### config.mk
export PLATFORM = sky130hd
export DESIGN_NAME = scs_sequencer
export DESIGN_NICKNAME = d
export VERILOG_FILES = /design/src/verilog/scs_sequencer.v /design/src/verilog/scs_coder.v
export VERILOG_INCLUDE_DIRS = /design/src /design/src/verilog
export SDC_FILE = /design/constraint.sdc
export NUM_CORES = 1
export LEC_CHECK = 0
export ABC_AREA = 1
export BUFFER_PORTS_ARGS = -buffer_cell sky130_fd_sc_hd__buf_4
export CORE_ASPECT_RATIO = 0.9
export CORE_MARGIN = 8
export CORE_UTILIZATION = 60
export DETAILED_ROUTE_END_ITERATION = 10
export PLACE_DENSITY = 0.82
export SLEW_MARGIN = 20
export SYNTH_ARGS = -nofsm -noshare
export SYNTH_HDL_FRONTEND = slang
export SYNTH_SLANG_ARGS = --single-unit
### constraint.sdc
create_clock -name core_clk -period 5.5 [get_ports core_clk]
set_input_delay 1.1 -clock core_clk [delete_from_list [all_inputs] [get_ports core_clk]]
set_output_delay 1.1 -clock core_clk [all_outputs]
set_load 0.01 [all_outputs]
### src/verilog/scs_map.vh
// How it works
// - Falling start edge after acquisition starts conversion.
// - Open sample switches, then tie arrays to ground.
// - Eighteen binary trials, MSB first, halving steps.
// - After last trial form code, drop busy.
// - Result belongs to the same sample, no latency.
// - Coding select works except in 18-bit mode.
// - Twos complement is binary with MSB inverted.
// - Over-range input gives maximum end code.
// - Under-range input without over-range gives minimum end code.
// - Start held low at acquisition end converts immediately.
`ifndef SCS_MAP_VH
`define SCS_MAP_VH
`define SCS_NBITS       18
`define SCS_MSB_MASK    18'h20000
`define SCS_MAX_SB      18'h3ffff
`define SCS_MIN_SB      18'h00000
`define SCS_MODE_PAR18  2'h0
// Counts are sized to the phase counter so every compare keeps one width.
`define SCS_ACQ_CYC     5'h0a
`define SCS_SETTLE_CYC  5'h02
`define SCS_CNT_W       5
`endif

### src/verilog/scs_sequencer.v
`timescale 1ns/1ps
`include "scs_map.vh"
module scs_sequencer (
	// Clock and reset
	input  wire        core_clk,
	input  wire        rst,
	// Host control
	input  wire        convert_start_n,
	input  wire        coding_select,
	input  wire        interface_sel_hi,
	input  wire        interface_sel_lo,
	// Analog front end
	input  wire        comparator_out,
	input  wire        over_range,
	input  wire        under_range,
	output reg         sample_switch_pos,
	output reg         sample_switch_neg,
	output reg         reference_ground,
	output reg  [17:0] dac_code,
	// Result
	output reg         busy,
	output reg  [17:0] result
);
	// One-hot phases of a conversion.
	localparam [5:0] ST_ACQ    = 6'h01;
	localparam [5:0] ST_WAIT   = 6'h02;
	localparam [5:0] ST_OPEN   = 6'h04;
	localparam [5:0] ST_GROUND = 6'h08;
	localparam [5:0] ST_TRIAL  = 6'h10;
	localparam [5:0] ST_DONE   = 6'h20;

	// Phase and counter.
	reg  [5:0]            state_q;
	reg  [5:0]            state_d;
	reg  [`SCS_CNT_W-1:0] cnt_q;
	reg  [`SCS_CNT_W-1:0] cnt_d;

	// Successive approximation words.
	reg  [17:0]           trial_q;
	reg  [17:0]           trial_d;
	reg  [17:0]           sar_q;
	reg  [17:0]           sar_d;

	// Range flags held for the whole conversion.
	reg                   ovr_q;
	reg                   ovr_d;
	reg                   und_q;
	reg                   und_d;

	// Next values of the output flip-flops.
	reg                   switch_d;
	reg                   ground_d;
	reg  [17:0]           dac_d;
	reg                   busy_d;
	reg  [17:0]           result_d;

	// Start edge detection and coded result.
	reg                   start_n_q;
	wire                  fall;
	wire                  acq_end;
	wire                  settle_end;
	wire [17:0]           coded;

	// True when a phase counter stands on its last count.
	function cnt_hit;
		input [`SCS_CNT_W-1:0] cnt;
		input [`SCS_CNT_W-1:0] last;
		begin
			cnt_hit = (cnt == last);
		end
	endfunction

	// Word after one bit decision: the bit under test stays only when
	// the comparator said the sample reaches it.
	function [17:0] next_sar;
		input [17:0] sar;
		input [17:0] trial;
		input        keep;
		begin
			next_sar = keep ? (sar | trial) : sar;
		end
	endfunction

	// The start pin idles high, so the detector resets high too and no
	// false edge follows reset.
	assign fall       = start_n_q & ~convert_start_n;
	assign acq_end    = cnt_hit(cnt_q, `SCS_ACQ_CYC - 5'h01);
	assign settle_end = cnt_hit(cnt_q, `SCS_SETTLE_CYC);

	scs_coder scs_coder_i (
		.raw_code       (sar_q),
		.over_range     (ovr_q),
		.under_range    (und_q),
		.coding_select  (coding_select),
		.interface_mode ({interface_sel_hi, interface_sel_lo}),
		.out_code       (coded)
	);

	always @* begin
		state_d  = state_q;
		cnt_d    = cnt_q;
		trial_d  = trial_q;
		sar_d    = sar_q;
		ovr_d    = ovr_q;
		und_d    = und_q;
		switch_d = sample_switch_pos;
		ground_d = reference_ground;
		dac_d    = dac_code;
		busy_d   = busy;
		result_d = result;
		case (state_q)
		ST_ACQ: begin
			cnt_d = cnt_q + 5'h01;
			if (acq_end) begin
				cnt_d = {`SCS_CNT_W{1'b0}};
				// A start already low converts at once.
				if (!convert_start_n) begin
					busy_d  = 1'b1;
					state_d = ST_OPEN;
				end else begin
					state_d = ST_WAIT;
				end
			end
		end
		ST_WAIT: begin
			// Only this phase listens for an edge; a start that falls while busy
			// or acquiring counts only if start is still low when acquisition ends.
			if (fall) begin
				busy_d  = 1'b1;
				state_d = ST_OPEN;
			end
		end
		ST_OPEN: begin
			switch_d = 1'b0;
			cnt_d    = cnt_q + 5'h01;
			// Switches must be open before arrays leave the inputs.
			if (settle_end) begin
				cnt_d    = {`SCS_CNT_W{1'b0}};
				ground_d = 1'b1;
				ovr_d    = over_range;
				und_d    = under_range;
				trial_d  = `SCS_MSB_MASK;
				dac_d    = `SCS_MSB_MASK;
				sar_d    = 18'h00000;
				state_d  = ST_GROUND;
			end
		end
		ST_GROUND: begin
			// One quiet cycle lets the comparator settle on the sample.
			state_d = ST_TRIAL;
		end
		ST_TRIAL: begin
			// Keep the trial bit when the comparator stays high.
			sar_d   = next_sar(sar_q, trial_q, comparator_out);
			trial_d = trial_q >> 1;
			dac_d   = next_sar(sar_q, trial_q, comparator_out)
				| (trial_q >> 1);
			if (trial_q[0]) begin
				state_d = ST_DONE;
			end
		end
		ST_DONE: begin
			// Code comes from this sample's own trials only.
			result_d = coded;
			busy_d   = 1'b0;
			ground_d = 1'b0;
			switch_d = 1'b1;
			dac_d    = 18'h00000;
			state_d  = ST_ACQ;
		end
		default: begin
			state_d = ST_ACQ;
		end
		endcase
	end

	// Phase control.
	always @(posedge core_clk or posedge rst) begin
		if (rst) begin
			state_q   <= ST_ACQ;
			cnt_q     <= {`SCS_CNT_W{1'b0}};
			start_n_q <= 1'b1;
		end else begin
			state_q   <= state_d;
			cnt_q     <= cnt_d;
			start_n_q <= convert_start_n;
		end
	end

	// Approximation words and range flags.
	always @(posedge core_clk or posedge rst) begin
		if (rst) begin
			trial_q <= 18'h00000;
			sar_q   <= 18'h00000;
			ovr_q   <= 1'b0;
			und_q   <= 1'b0;
		end else begin
			trial_q <= trial_d;
			sar_q   <= sar_d;
			ovr_q   <= ovr_d;
			und_q   <= und_d;
		end
	end

	// Outputs come straight from flip-flops so the far side never sees
	// a glitch while the phase decode settles.
	always @(posedge core_clk or posedge rst) begin
		if (rst) begin
			sample_switch_pos <= 1'b1;
			sample_switch_neg <= 1'b1;
			reference_ground  <= 1'b0;
			dac_code          <= 18'h00000;
			busy              <= 1'b0;
			result            <= 18'h00000;
		end else begin
			sample_switch_pos <= switch_d;
			sample_switch_neg <= switch_d;
			reference_ground  <= ground_d;
			dac_code          <= dac_d;
			busy              <= busy_d;
			result            <= result_d;
		end
	end
endmodule

### src/verilog/scs_coder.v
`timescale 1ns/1ps
`include "scs_map.vh"
module scs_coder (
	// Raw result and coding controls
	input  wire [17:0] raw_code,
	input  wire        over_range,
	input  wire        under_range,
	input  wire        coding_select,
	input  wire [1:0]  interface_mode,
	// Coded result
	output wire [17:0] out_code
);
	wire [17:0] clamped;
	wire        twos;
	assign clamped = over_range ? `SCS_MAX_SB :
		(under_range ? `SCS_MIN_SB : raw_code);
	// In 18-bit mode the select pin is a data pin, so coding is fixed binary.
	assign twos = ~coding_select &
		(interface_mode != `SCS_MODE_PAR18);
	assign out_code = twos ? (clamped ^ `SCS_MSB_MASK) : clamped;
endmodule

# Word level (Yosys, flattened, before mapping)
# Cells that the tools add are included.
# word_totals
input_bits	9
output_inout_bits	40
elab_cells	70
reg_bits	89
# op_classes
eq_ne	13
n_bitwise	7
n_reduce_logical	12
n_mux	25
n_addsub	1
# ops
op	count
18-bit two-way mux	6
18-bit one-hot mux with 2 select lines	2
18-bit one-hot mux with 3 select lines	1
6-bit one-hot mux with 5 select lines	1
6-bit two-way mux	4
18-bit by 17-bit OR with 18-bit output	1
18-bit OR	1
5-bit two-way mux	2
2-bit != test, second input constant	5
5-bit one-hot mux with 2 select lines	1
2-bit AND reduction	4
4-bit AND reduction	2
2-bit nonzero test	4
6-bit by 1-bit == test with 1-bit output, second input constant	1
6-bit by 2-bit == test with 1-bit output, second input constant	1
6-bit by 3-bit == test with 1-bit output, second input constant	1
6-bit by 4-bit == test with 1-bit output, second input constant	1
6-bit by 5-bit == test with 1-bit output, second input constant	1
6-bit == test, second input constant	1
3-bit nonzero test	2
5-bit by 1-bit adder with 5-bit output, second input constant	1
5-bit by 2-bit == test with 1-bit output, second input constant	1
5-bit by 4-bit == test with 1-bit output, second input constant	1
1-bit two-way mux	4
other kinds (5)	9

# Logic depth before layout (Yosys ltp)
# Gate-level depths: netlist of run 1.
# depth
ltp_word	4
depth_mapped	9
mapped_depth_nobuf	9

# Cells and area by module
# Synthesis of run 1 repeated with hierarchy kept, for this count alone.
# unflattened
cells_unflattened	480
hier_area_um2	4098.9
# by_module_without_submodules
mod	n_inst	seq_area_each_um2	cells_each	area_per_inst_um2
scs_sequencer	1	2230.9	433	3898.7
scs_coder	1	0.0	47	200.2

# Least setup slack after synthesis of run 1
# OpenSTA, ideal clock, no wires.
# synth_timing
path_type	input to register
from	input comparator_out
to	register dac_code[0]
arrival_time_ps	1757
n_path_buf	2
path_stages	6
path_slack_ps	3625
required_ps	5382
setup_time_ps	118
path_cell_list	buf_2 > buf_2 > a21oi_1 > nand2_1 > nand2_1 > nand2_1
# synth_via
elab_chain_len	3
# synth_rtl
element	line	text
from (decl)	scs_sequencer.v:13	input wire comparator_out,
18-bit two-way mux	scs_sequencer.v:80	next_sar = keep ? (sar | trial) : sar;
18-bit by 17-bit OR with 18-bit output	scs_sequencer.v:157	| (trial_q >> 1);
18-bit one-hot mux with 3 select lines	scs_sequencer.v:111	case (state_q)
to (signal assigned)	scs_sequencer.v:212	dac_code <= 18'h00000;
to (signal assigned)	scs_sequencer.v:219	dac_code <= dac_d;
to (decl)	scs_sequencer.v:19	output reg [17:0] dac_code,
# Every way passes these cells.
# A chain may end at the register's enable or synchronous reset.

# Worst setup path after layout of run 1
# layout_timing
from	register state_q[3]
to	register dac_code[17]
# layout_via
elab_chain_len	3
word_cells_on_any_way	7
classes_between	4 x eq/ne; 1 x mux; 2 x reduce/logical
# layout_rtl
element	line	text
from (decl)	scs_sequencer.v:33	reg [5:0] state_q;
from (signal assigned)	scs_sequencer.v:184	state_q <= state_d;
6-bit by 3-bit == test with 1-bit output (tied with other cells)	scs_sequencer.v:111	
2-bit != test (no line) or 3-bit nonzero test (tied branches)	n/a	
2-bit AND reduction (no line)	n/a	
# Parallel ways exist; a longest one is shown, timed or not.

==> metrics.txt, run 1 <==
Gate Count Post-Synth=roughly 460; Final ANT Viol Nets=0; antenna violations before repair=0; Hold Fails Final Rpt=0; ranking of synthesized cells by area=dfrtp_1, nand2_1, o22ai_2; gr usage total=0.190; met1 WL=around 4.2 mm; worst slew pin tran=906 ps; Routed WL=approximately 9 mm; drt drc=0; Relative slew margins=0.395; Distinct cells, synth=33; EDFF count, synth=0; layout cells sized above 1=0.209; per-cell routed wire length=15.4 um; commonest cells in the netlist=nand2_1, dfrtp_1, inv_1; Layout area overhead=10.4%; Worst Slack Setup Final=around 2800 ps; number of global-route vias before repair=around 3200; Num CTS Buffers=9; CP endpoint kind=flip-flop; CTS tree=built; CP Data Required Time=between 5000 and 6000 ps; root buffer cell=clkbuf_8; Initial Util=0.608; clock sinks=89; DR vias=3280; post-CTS sizing=0; yosys warns=0; dominant synthesized flop cell=dfrtp_1; mapped cell area=between 4000 and 5000 um^2; most common cell in the netlist=nand2_1; largest net degree at the start of global routing=59; Hold-fix buffers, CTS=0; critical path type=flip-flop to flip-flop; top layer in use=met4; core area=about 7000 um^2; Port Buffers=48; status=completed; DP Worst Slack=2910 ps; deepest clock path buffer count=2; filler cell count=about 550; clk_skew=12.1 ps; TNS Setup=0 ps; min cycle time layout=2680 ps; hold crit path type=flip-flop to flip-flop; Synth Net Count=about 470; chip height=95.7 um; layout net count=slightly above 500; I/O pin total=49; Die X=about 100 um; fin crit share=0.487; Clock Latency Late Sink=roughly 360 ps; metal3 WL=400 um; Clk pin slew, worst setup/hold paths=80 ps; H-tree Lvls=3; 1st-pass router iterations=4; Post-synth ARST share=1.00; power density cells=approximately 350 nW/um^2; VDD IR max=0.000126 V; Multi-input gate area=around 1600 um^2; Pleak=between 2 and 2.5 nW; leading area contributor after synthesis=dfrtp_1; flops & latches, synth=89; sequential fraction of the synthesis area=0.526; Min Hold Slack=471 ps; unrepaired setup endpoints after global routing=no; DP HPWL=about 6.2 mm; vias per cell=about 5.5; Die ar.=between 10000 and 15000 um^2; Non-Filler Instances=591; Max Fclk=~370 MHz; DR iter-0 viols=between 200 and 250; Synth Area per Inst=a little over 9 um^2; Setup Viol. Count Final=0; Site Rows=29; WP data arrival=between 2000 and 3000 ps; Crit Path Max Fanout=38; Pins Over Slew Limit=0; Max Cap Violations=0; Worst setup SP type=flip-flop; FF/Latch Area=2230 um^2; ANT cells=0; GRT overflow=0; Post CTS Setup Buffer Count=0; post-synth top area share=0.508; global-route wire length before repair=15.4 mm; Placed Cells=about 580; met2 WL post-DR=4.45 mm; GPL Wtd Cong=between 0.8 and 0.9
==> flip-flops by register name, indices dropped and copies added, names as in the netlist, 5 cells and up <==
| signal | flops |
|---|---|
| result | 18 |
| cnt_q | 5 |
| state_q | 6 |
| dac_code | 18 |
| trial_q | 18 |
| sar_q | 18 |
==> metal layers <==
metal	up-vias	GRT usage
met3	8	0.0482
li1	1555	-
met2	82	0.319
met1	1635	0.240
met5	-	0
met4	0	0.0629
==> metrics by stage <==
stage | util | power, mW | cell area (um^2)
4_1_cts | 0.671 | 1.64 | 4670
6_report | 0.672 | 1.64 | 4680
5_1_grt | 0.672 | 1.74 | 4680
3_5_place_dp | 0.647 | 1.25 | 4510
3_3_place_gp | 0.647 | 1.23 | 4510
2_1_floorplan | - | 1.12 | 4240
==> cells by family after synthesis <==
| group | count (synthesis) | share of synthesized area |
|---|---|---|
| AO/OA/AOI/OAI | 82 | 0.138 |
| XOR/XNOR | 4 | 0.00827 |
| adder cells (fa/ha/maj) | 3 | 0.00886 |
| buffers and inverters | 82 | 0.105 |
| flip-flops | 89 | 0.526 |
| AND/OR/NAND/NOR | 197 | 0.213 |
==> worst paths after layout <==
path                                    from                end  slack [ps]  cells past startpoint
min reg2reg                sample_switch_neg  sample_switch_neg         470                      2
max reg2reg                       state_q[3]       dac_code[17]        2820                      7
min in group asynchronous                rst          result[4]         850                      2
max in group asynchronous                rst          result[2]        3610                      3
max                               state_q[3]       dac_code[17]        2820                      7
min                        sample_switch_neg  sample_switch_neg         470                      2
==> layout by cell type (no fill, tap or decap), types with 12 or more instances in the layout <==
master,n
nor2_1,46
dfrtp_1,86
inv_1,53
a21oi_1,18
o22ai_2,20
o21ai_0,26
buf_4,50
nand2_1,103
o22ai_1,14
nand3_1,12
nand4_1,21
==> worst max-delay path: stages, from the launching register on <==
cell and delay [ps]:
dfrtp_1 450, nor2_4 230, nand3_2 740, buf_4 530, inv_2 300, nand2_1 100, and2_1 150, nor2_1 100
==> layout make-up <==
type | instances | share of cell area
Clock buffer | 14 | 0.0326
Clock inverter | 2 | 0.00294
Inverter | 57 | 0.0460
Multi-Input combinational cell | 286 | 0.337
Sequential cell | 89 | 0.477
Tap cell | 93 | 0.0249
Timing Repair Buffer | 50 | 0.0802
==> power breakdown <==
part           total [mW]  switching, mW  internal (mW)
combinational       0.429          0.264          0.165
clock               0.398          0.221          0.178
sequential          0.813         0.0751          0.738
total                1.64          0.559           1.08
Power figures use the tool's default switching activity.
==> run 2, diff against run 1 <==
CORE_UTILIZATION = 58   (was 60)
PLACE_DENSITY = 0.79   (was 0.82)
clock period = 2.7 ns   (was 5.5 ns; I/O delays follow)
==> metrics.txt, run 2 (synthesized netlist as in run 1, its figures left out) <==
status=completed (unchanged); post-CTS sizing=0 (unchanged); Reg-to-Reg Start=state_q[2] (was state_q[3]); R2R Setup Slk=800 ps (was 2820 ps); GRT overflow=0 (unchanged); min cycle time layout=1900 ps (was 2680 ps); Seq pwr share=0.488 (was 0.496); Die ar.=10300 um^2 (was 10000 um^2); worst r2r dst=reference_ground (was dac_code[17]); layout net count=509 (was 505); largest net degree at the start of global routing=53 (was 59); Port Buffers=48 (unchanged); Pins Over Slew Limit=0 (unchanged); number of global-route vias before repair=3118 (was 3214); antenna violations before repair=0 (unchanged); Routed WL=9.19 mm (was 9.13 mm); Max Cap Violations=0 (unchanged); Num CTS Buffers=9 (unchanged); fin crit share=0.705 (was 0.487); Internal Power=2.28 mW (was 1.08 mW); power density cells=716 nW/um^2 (was 351 nW/um^2); R2R cell count=6 (was 7); I/O pin total=49 (unchanged); worst slew pin tran=704 ps (was 906 ps); sw frac=0.330 (was 0.341); global-route wire length before repair=15.5 mm (was 15.4 mm); commonest non-fill, non-tap cells in the layout=nand2_1, dfrtp_1, inv_1, buf_4, nor2_1 (was nand2_1, dfrtp_1, inv_1); per-cell routed wire length=15.4 um (about the same); Hold Fails Final Rpt=0 (unchanged); critical path type=flip-flop to flip-flop (unchanged); Crit Path Max Fanout=22 (was 38); DR vias=3198 (was 3280); root buffer cell=clkbuf_8 (unchanged); Clk pin slew, worst setup/hold paths=80 ps (about the same); Multi-input gate area=1570 um^2 (was 1580 um^2); FF/Latch Area=2230 um^2 (unchanged); Post CTS Setup Buffer Count=0 (unchanged); Worst path slowest cell=dfrtp_1 (was nand3_2); chip height=97.1 um (was 95.7 um); Setup Viol. Count Final=0 (unchanged); Layout area overhead=11.9% (was 10.4%); gr usage total=0.184 (was 0.190); CP Data Required Time=2940 ps (was 5790 ps); Clock Latency Late Sink=360 ps (about the same); Die X=106 um (was 105 um); Clock power frac=0.258 (was 0.243); most common cell after layout, fill and taps aside=nand2_1 (unchanged); layout cells sized above 1=0.221 (was 0.209); TNS Setup=0 ps (unchanged); Relative slew margins=0.531 (was 0.395); vias per cell=5.37 (was 5.55); CTS tree=built (unchanged); clk_skew=4.24 ps (was 12.1 ps); drt drc=0 (unchanged); WP data arrival=2150 ps (was 2970 ps); Final ANT Viol Nets=0 (unchanged); Gate power share=0.254 (was 0.262); Worst setup SP type=flip-flop (unchanged); clock sinks=89 (unchanged); H-tree Lvls=3 (unchanged); Design Power=3.39 mW (was 1.64 mW); Crit path top cell by count=buf_4; VDD IR max=0.000370 V (was 0.000126 V); DR iter-0 viols=208 (was 239); Max stage delay on crit path=420 ps (was 740 ps); hold crit path type=input pin to asynchronous set/reset pin (was flip-flop to flip-flop); deepest clock path buffer count=2 (unchanged); unrepaired setup endpoints after global routing=no (unchanged); core area=7080 um^2 (was 6970 um^2); GPL Wtd Cong=0.802 (was 0.894); ANT cells=0 (unchanged); Site Rows=29 (unchanged); DP HPWL=6.26 mm (was 6.19 mm); Max Fclk=525 MHz (was 374 MHz); 1st-pass router iterations=4 (unchanged); Switch Pwr=1.12 mW (was 559 uW); Initial Util=0.599 (was 0.608); cells along the critical path=nor2_4 > nand3_2 > buf_4 > buf_4 > nand3_1 > nand2_1 (was nor2_4 > nand3_2 > buf_4 > inv_2 > nand2_1 > and2_1 > nor2_1); CP endpoint kind=flip-flop (unchanged); filler cell count=558 (was 548); Pleak=2.50 nW (was 2.46 nW); Hold-fix buffers, CTS=0 (unchanged)
==> run 2: how the worst max path moves through the flow <==
stage / slack [ps] / endpoint / from
5_1_grt: 580 / result[4] / state_q[3]
6_report: 800 / reference_ground / state_q[2]
4_1_cts: 820 / result[8] / state_q[2]
3_3_place_gp: 900 / reference_ground / state_q[2]
2_1_floorplan: 1130 / busy / rst
3_5_place_dp: 840 / reference_ground / state_q[2]
==> run 2: stage by stage <==
stage	utilization	cell area [um^2]	setup WS [ps]	hold slack [ps]	std cells
2_1_floorplan	-	4240	1130	476	457
3_3_place_gp	0.643	4550	905	465	579
3_5_place_dp	0.643	4550	840	474	579
4_1_cts	0.670	4740	817	150	595
5_1_grt	0.670	4740	577	164	595
6_report	0.670	4740	796	151	595
==> run 2: routing by layer <==
metal | share of wire | vias up | track usage
met5 | 0 | - | 0
met4 | 0.012 | 0 | 0.0562
met3 | 0.068 | 11 | 0.0524
met2 | 0.48 | 79 | 0.274
met1 | 0.44 | 1544 | 0.254
li1 | - | 1564 | -
==> run 2: power groups by stage <==
stage | logic, mW | clock network (mW) | registers, mW
6_report | 0.861 | 0.877 | 1.66
5_1_grt | 0.978 | 0.941 | 1.68
4_1_cts | 0.866 | 0.893 | 1.66
3_5_place_dp | 0.860 | 0 | 1.68
3_3_place_gp | 0.830 | 0 | 1.67
2_1_floorplan | 0.640 | 0 | 1.65
==> run 2: worst max-delay path, delay by kind of cell, from the launching register on <==
| family | cells | cell delay [ps] |
|---|---|---|
| and+or+nand+nor | 4 | 780 |
| buffers and inverters | 2 | 570 |
| DFF | 1 | 420 |
==> run 2: layout make-up <==
type,instances,area share
multi-input combinational,286,0.331
clock buffer,14,0.0385
tap,93,0.0245
inverter,57,0.0459
sequential,89,0.470
timing repair buffer,54,0.0881
clock inverter,2,0.00211
==> run 3, diff against run 2 <==
clock period = 1.8 ns   (was 2.7 ns; I/O delays follow)
==> metrics.txt, run 3 (synthesized netlist as in run 1, its figures left out) <==
DR vias=3273 (was 3198); Pins Over Slew Limit=0 (unchanged); chip height=97.1 um (unchanged); Design Power=5.47 mW (was 3.39 mW); WP data arrival=1930 ps (was 2150 ps); CTS tree=built (unchanged); Post CTS Setup Buffer Count=0 (unchanged); CP endpoint kind=flip-flop (unchanged); Pleak=2.57 nW (was 2.50 nW); gr usage total=0.192 (was 0.184); deepest clock path buffer count=2 (unchanged); Clk pin slew, worst setup/hold paths=90 ps (was 80 ps); ANT cells=0 (unchanged); global-route wire length before repair=16.1 mm (was 15.5 mm); 1st-pass router iterations=4 (unchanged); filler cell count=552 (was 558); layout net count=518 (was 509); largest net degree at the start of global routing=47 (was 53); I/O pin total=49 (unchanged); Layout area overhead=15.1% (was 11.9%); DR iter-0 viols=204 (was 208); Hold Fails Final Rpt=0 (unchanged); fin crit share=0.936 (was 0.705); Hold Startpoint=convert_start_n; GPL Wtd Cong=0.839 (was 0.802); clock sinks=89 (unchanged); unrepaired setup endpoints after global routing=yes (was no); Site Rows=29 (unchanged); Die ar.=10300 um^2 (unchanged); Relative slew margins=0.612 (was 0.531); min cycle time layout=1680 ps (was 1900 ps); Max Fclk=594 MHz (was 525 MHz); Clock Latency Late Sink=350 ps (was 360 ps); clk_skew=3.84 ps (was 4.24 ps); layout cells sized above 1=0.233 (was 0.221); GRT overflow=0 (unchanged); hold crit path type=input pin to flip-flop (was input pin to asynchronous set/reset pin); Num CTS Buffers=9 (unchanged); status=completed (unchanged); power density cells=1120 nW/um^2 (was 716 nW/um^2); per-cell routed wire length=16.1 um (was 15.4 um); CP Data Required Time=2040 ps (was 2940 ps); critical path type=flip-flop to flip-flop (unchanged); drt drc=0 (unchanged); Crit Path Max Fanout=16 (was 22); vias per cell=5.42 (was 5.37); core area=7080 um^2 (unchanged); Placed Cells=586 (was 579); Max Cap Violations=0 (unchanged); DP HPWL=6.77 mm (was 6.26 mm); commonest non-fill, non-tap cells in the layout=nand2_1, dfrtp_1, buf_4 (was nand2_1, dfrtp_1, inv_1, buf_4, nor2_1); worst slew pin tran=581 ps (was 704 ps); Die X=106 um (unchanged); H-tree Lvls=3 (unchanged); Reg-to-Reg Start=state_q[0] (was state_q[2]); number of global-route vias before repair=3247 (was 3118); root buffer cell=clkbuf_8 (unchanged); Setup Viol. Count Final=0 (unchanged); most common cell after layout, fill and taps aside=nand2_1 (unchanged); TNS Setup=0 ps (unchanged); Routed WL=9.72 mm (was 9.19 mm); Port Buffers=48 (unchanged); Final ANT Viol Nets=0 (unchanged); Initial Util=0.599 (unchanged); Worst setup SP type=flip-flop (unchanged); Setup crit start=state_q[0] (was state_q[2]); Non-Filler Instances=604 (was 595); VDD IR max=0.000624 V (was 0.000370 V); antenna violations before repair=0 (unchanged)
==> run 3: cell types whose count changed in the layout (fill, tap and decap cells not counted), sizes merged <==
cell,before,now
clkinv,2,1
buf,54,61
clkinvlp,1,2
clkbuf,14,11
nand2,107,108
bufinv,0,3
dlygate4sd3,0,1
==> run 3: through the flow <==
stage | setup slack, ps | instance area [um^2] | util | hold WS (ps)
4_1_cts | 130 | 4870 | 0.688 | 121
3_3_place_gp | 240 | 4620 | 0.652 | 321
3_5_place_dp | 175 | 4620 | 0.652 | 329
6_report | 115 | 4880 | 0.690 | 127
5_1_grt | -3.62 | 4880 | 0.690 | 119
2_1_floorplan | 407 | 4240 | - | 364
==> run 3: critical path, cell delays in order (launching register included) <==
cell	delay, ps
dfstp_2	580
nor2_4	80
nand3_2	240
buf_4	290
nand2_1	110
nor3b_1	210
nor2_1	60
==> run 3: final timing paths <==
path                                     endpoint  slack [ps]  cells past startpoint
min in group asynchronous             dac_code[6]         510                      3
worst min register to register  sample_switch_neg         480                      2
max in group asynchronous                sar_q[0]         770                      4
worst max register to register       dac_code[17]         120                      6
worst max-delay path                 dac_code[17]         120                      6
worst min-delay path                    start_n_q         130                      1
==> run 3: area by class of cell <==
| cell class | instances | area (um^2) | share of cell area |
|---|---|---|---|
| flip-flops and latches | 89 | 2230 | 0.457 |
| clock inverters | 5 | 103 | 0.0210 |
| well taps | 93 | 116 | 0.0238 |
| inverters | 57 | 218 | 0.0446 |
| multi-input cells | 287 | 1580 | 0.324 |
| clock buffers | 11 | 141 | 0.0290 |
| repair buffers | 62 | 493 | 0.101 |
==> run 3: what timing repair did <==
item                                    CTS  global route
endpoints found under the setup margin    0            10
gates resized for setup                   0             1
endpoints found under the hold margin     8             0
hold buffers                              1             0
==> run 3: report_power, final <==
group          switching, mW  internal [mW]
Clock                  0.691          0.958
Sequential             0.222           2.25
Combinational          0.825          0.519
Total                   1.74           3.73
==> run 3: per-layer routing <==
metal	vias up	global-route usage	routed length [um]
met5	-	0	0
met4	0	0.0465	73
met3	5	0.0524	515
met2	94	0.298	4770
met1	1590	0.259	4370
li1	1584	-	-
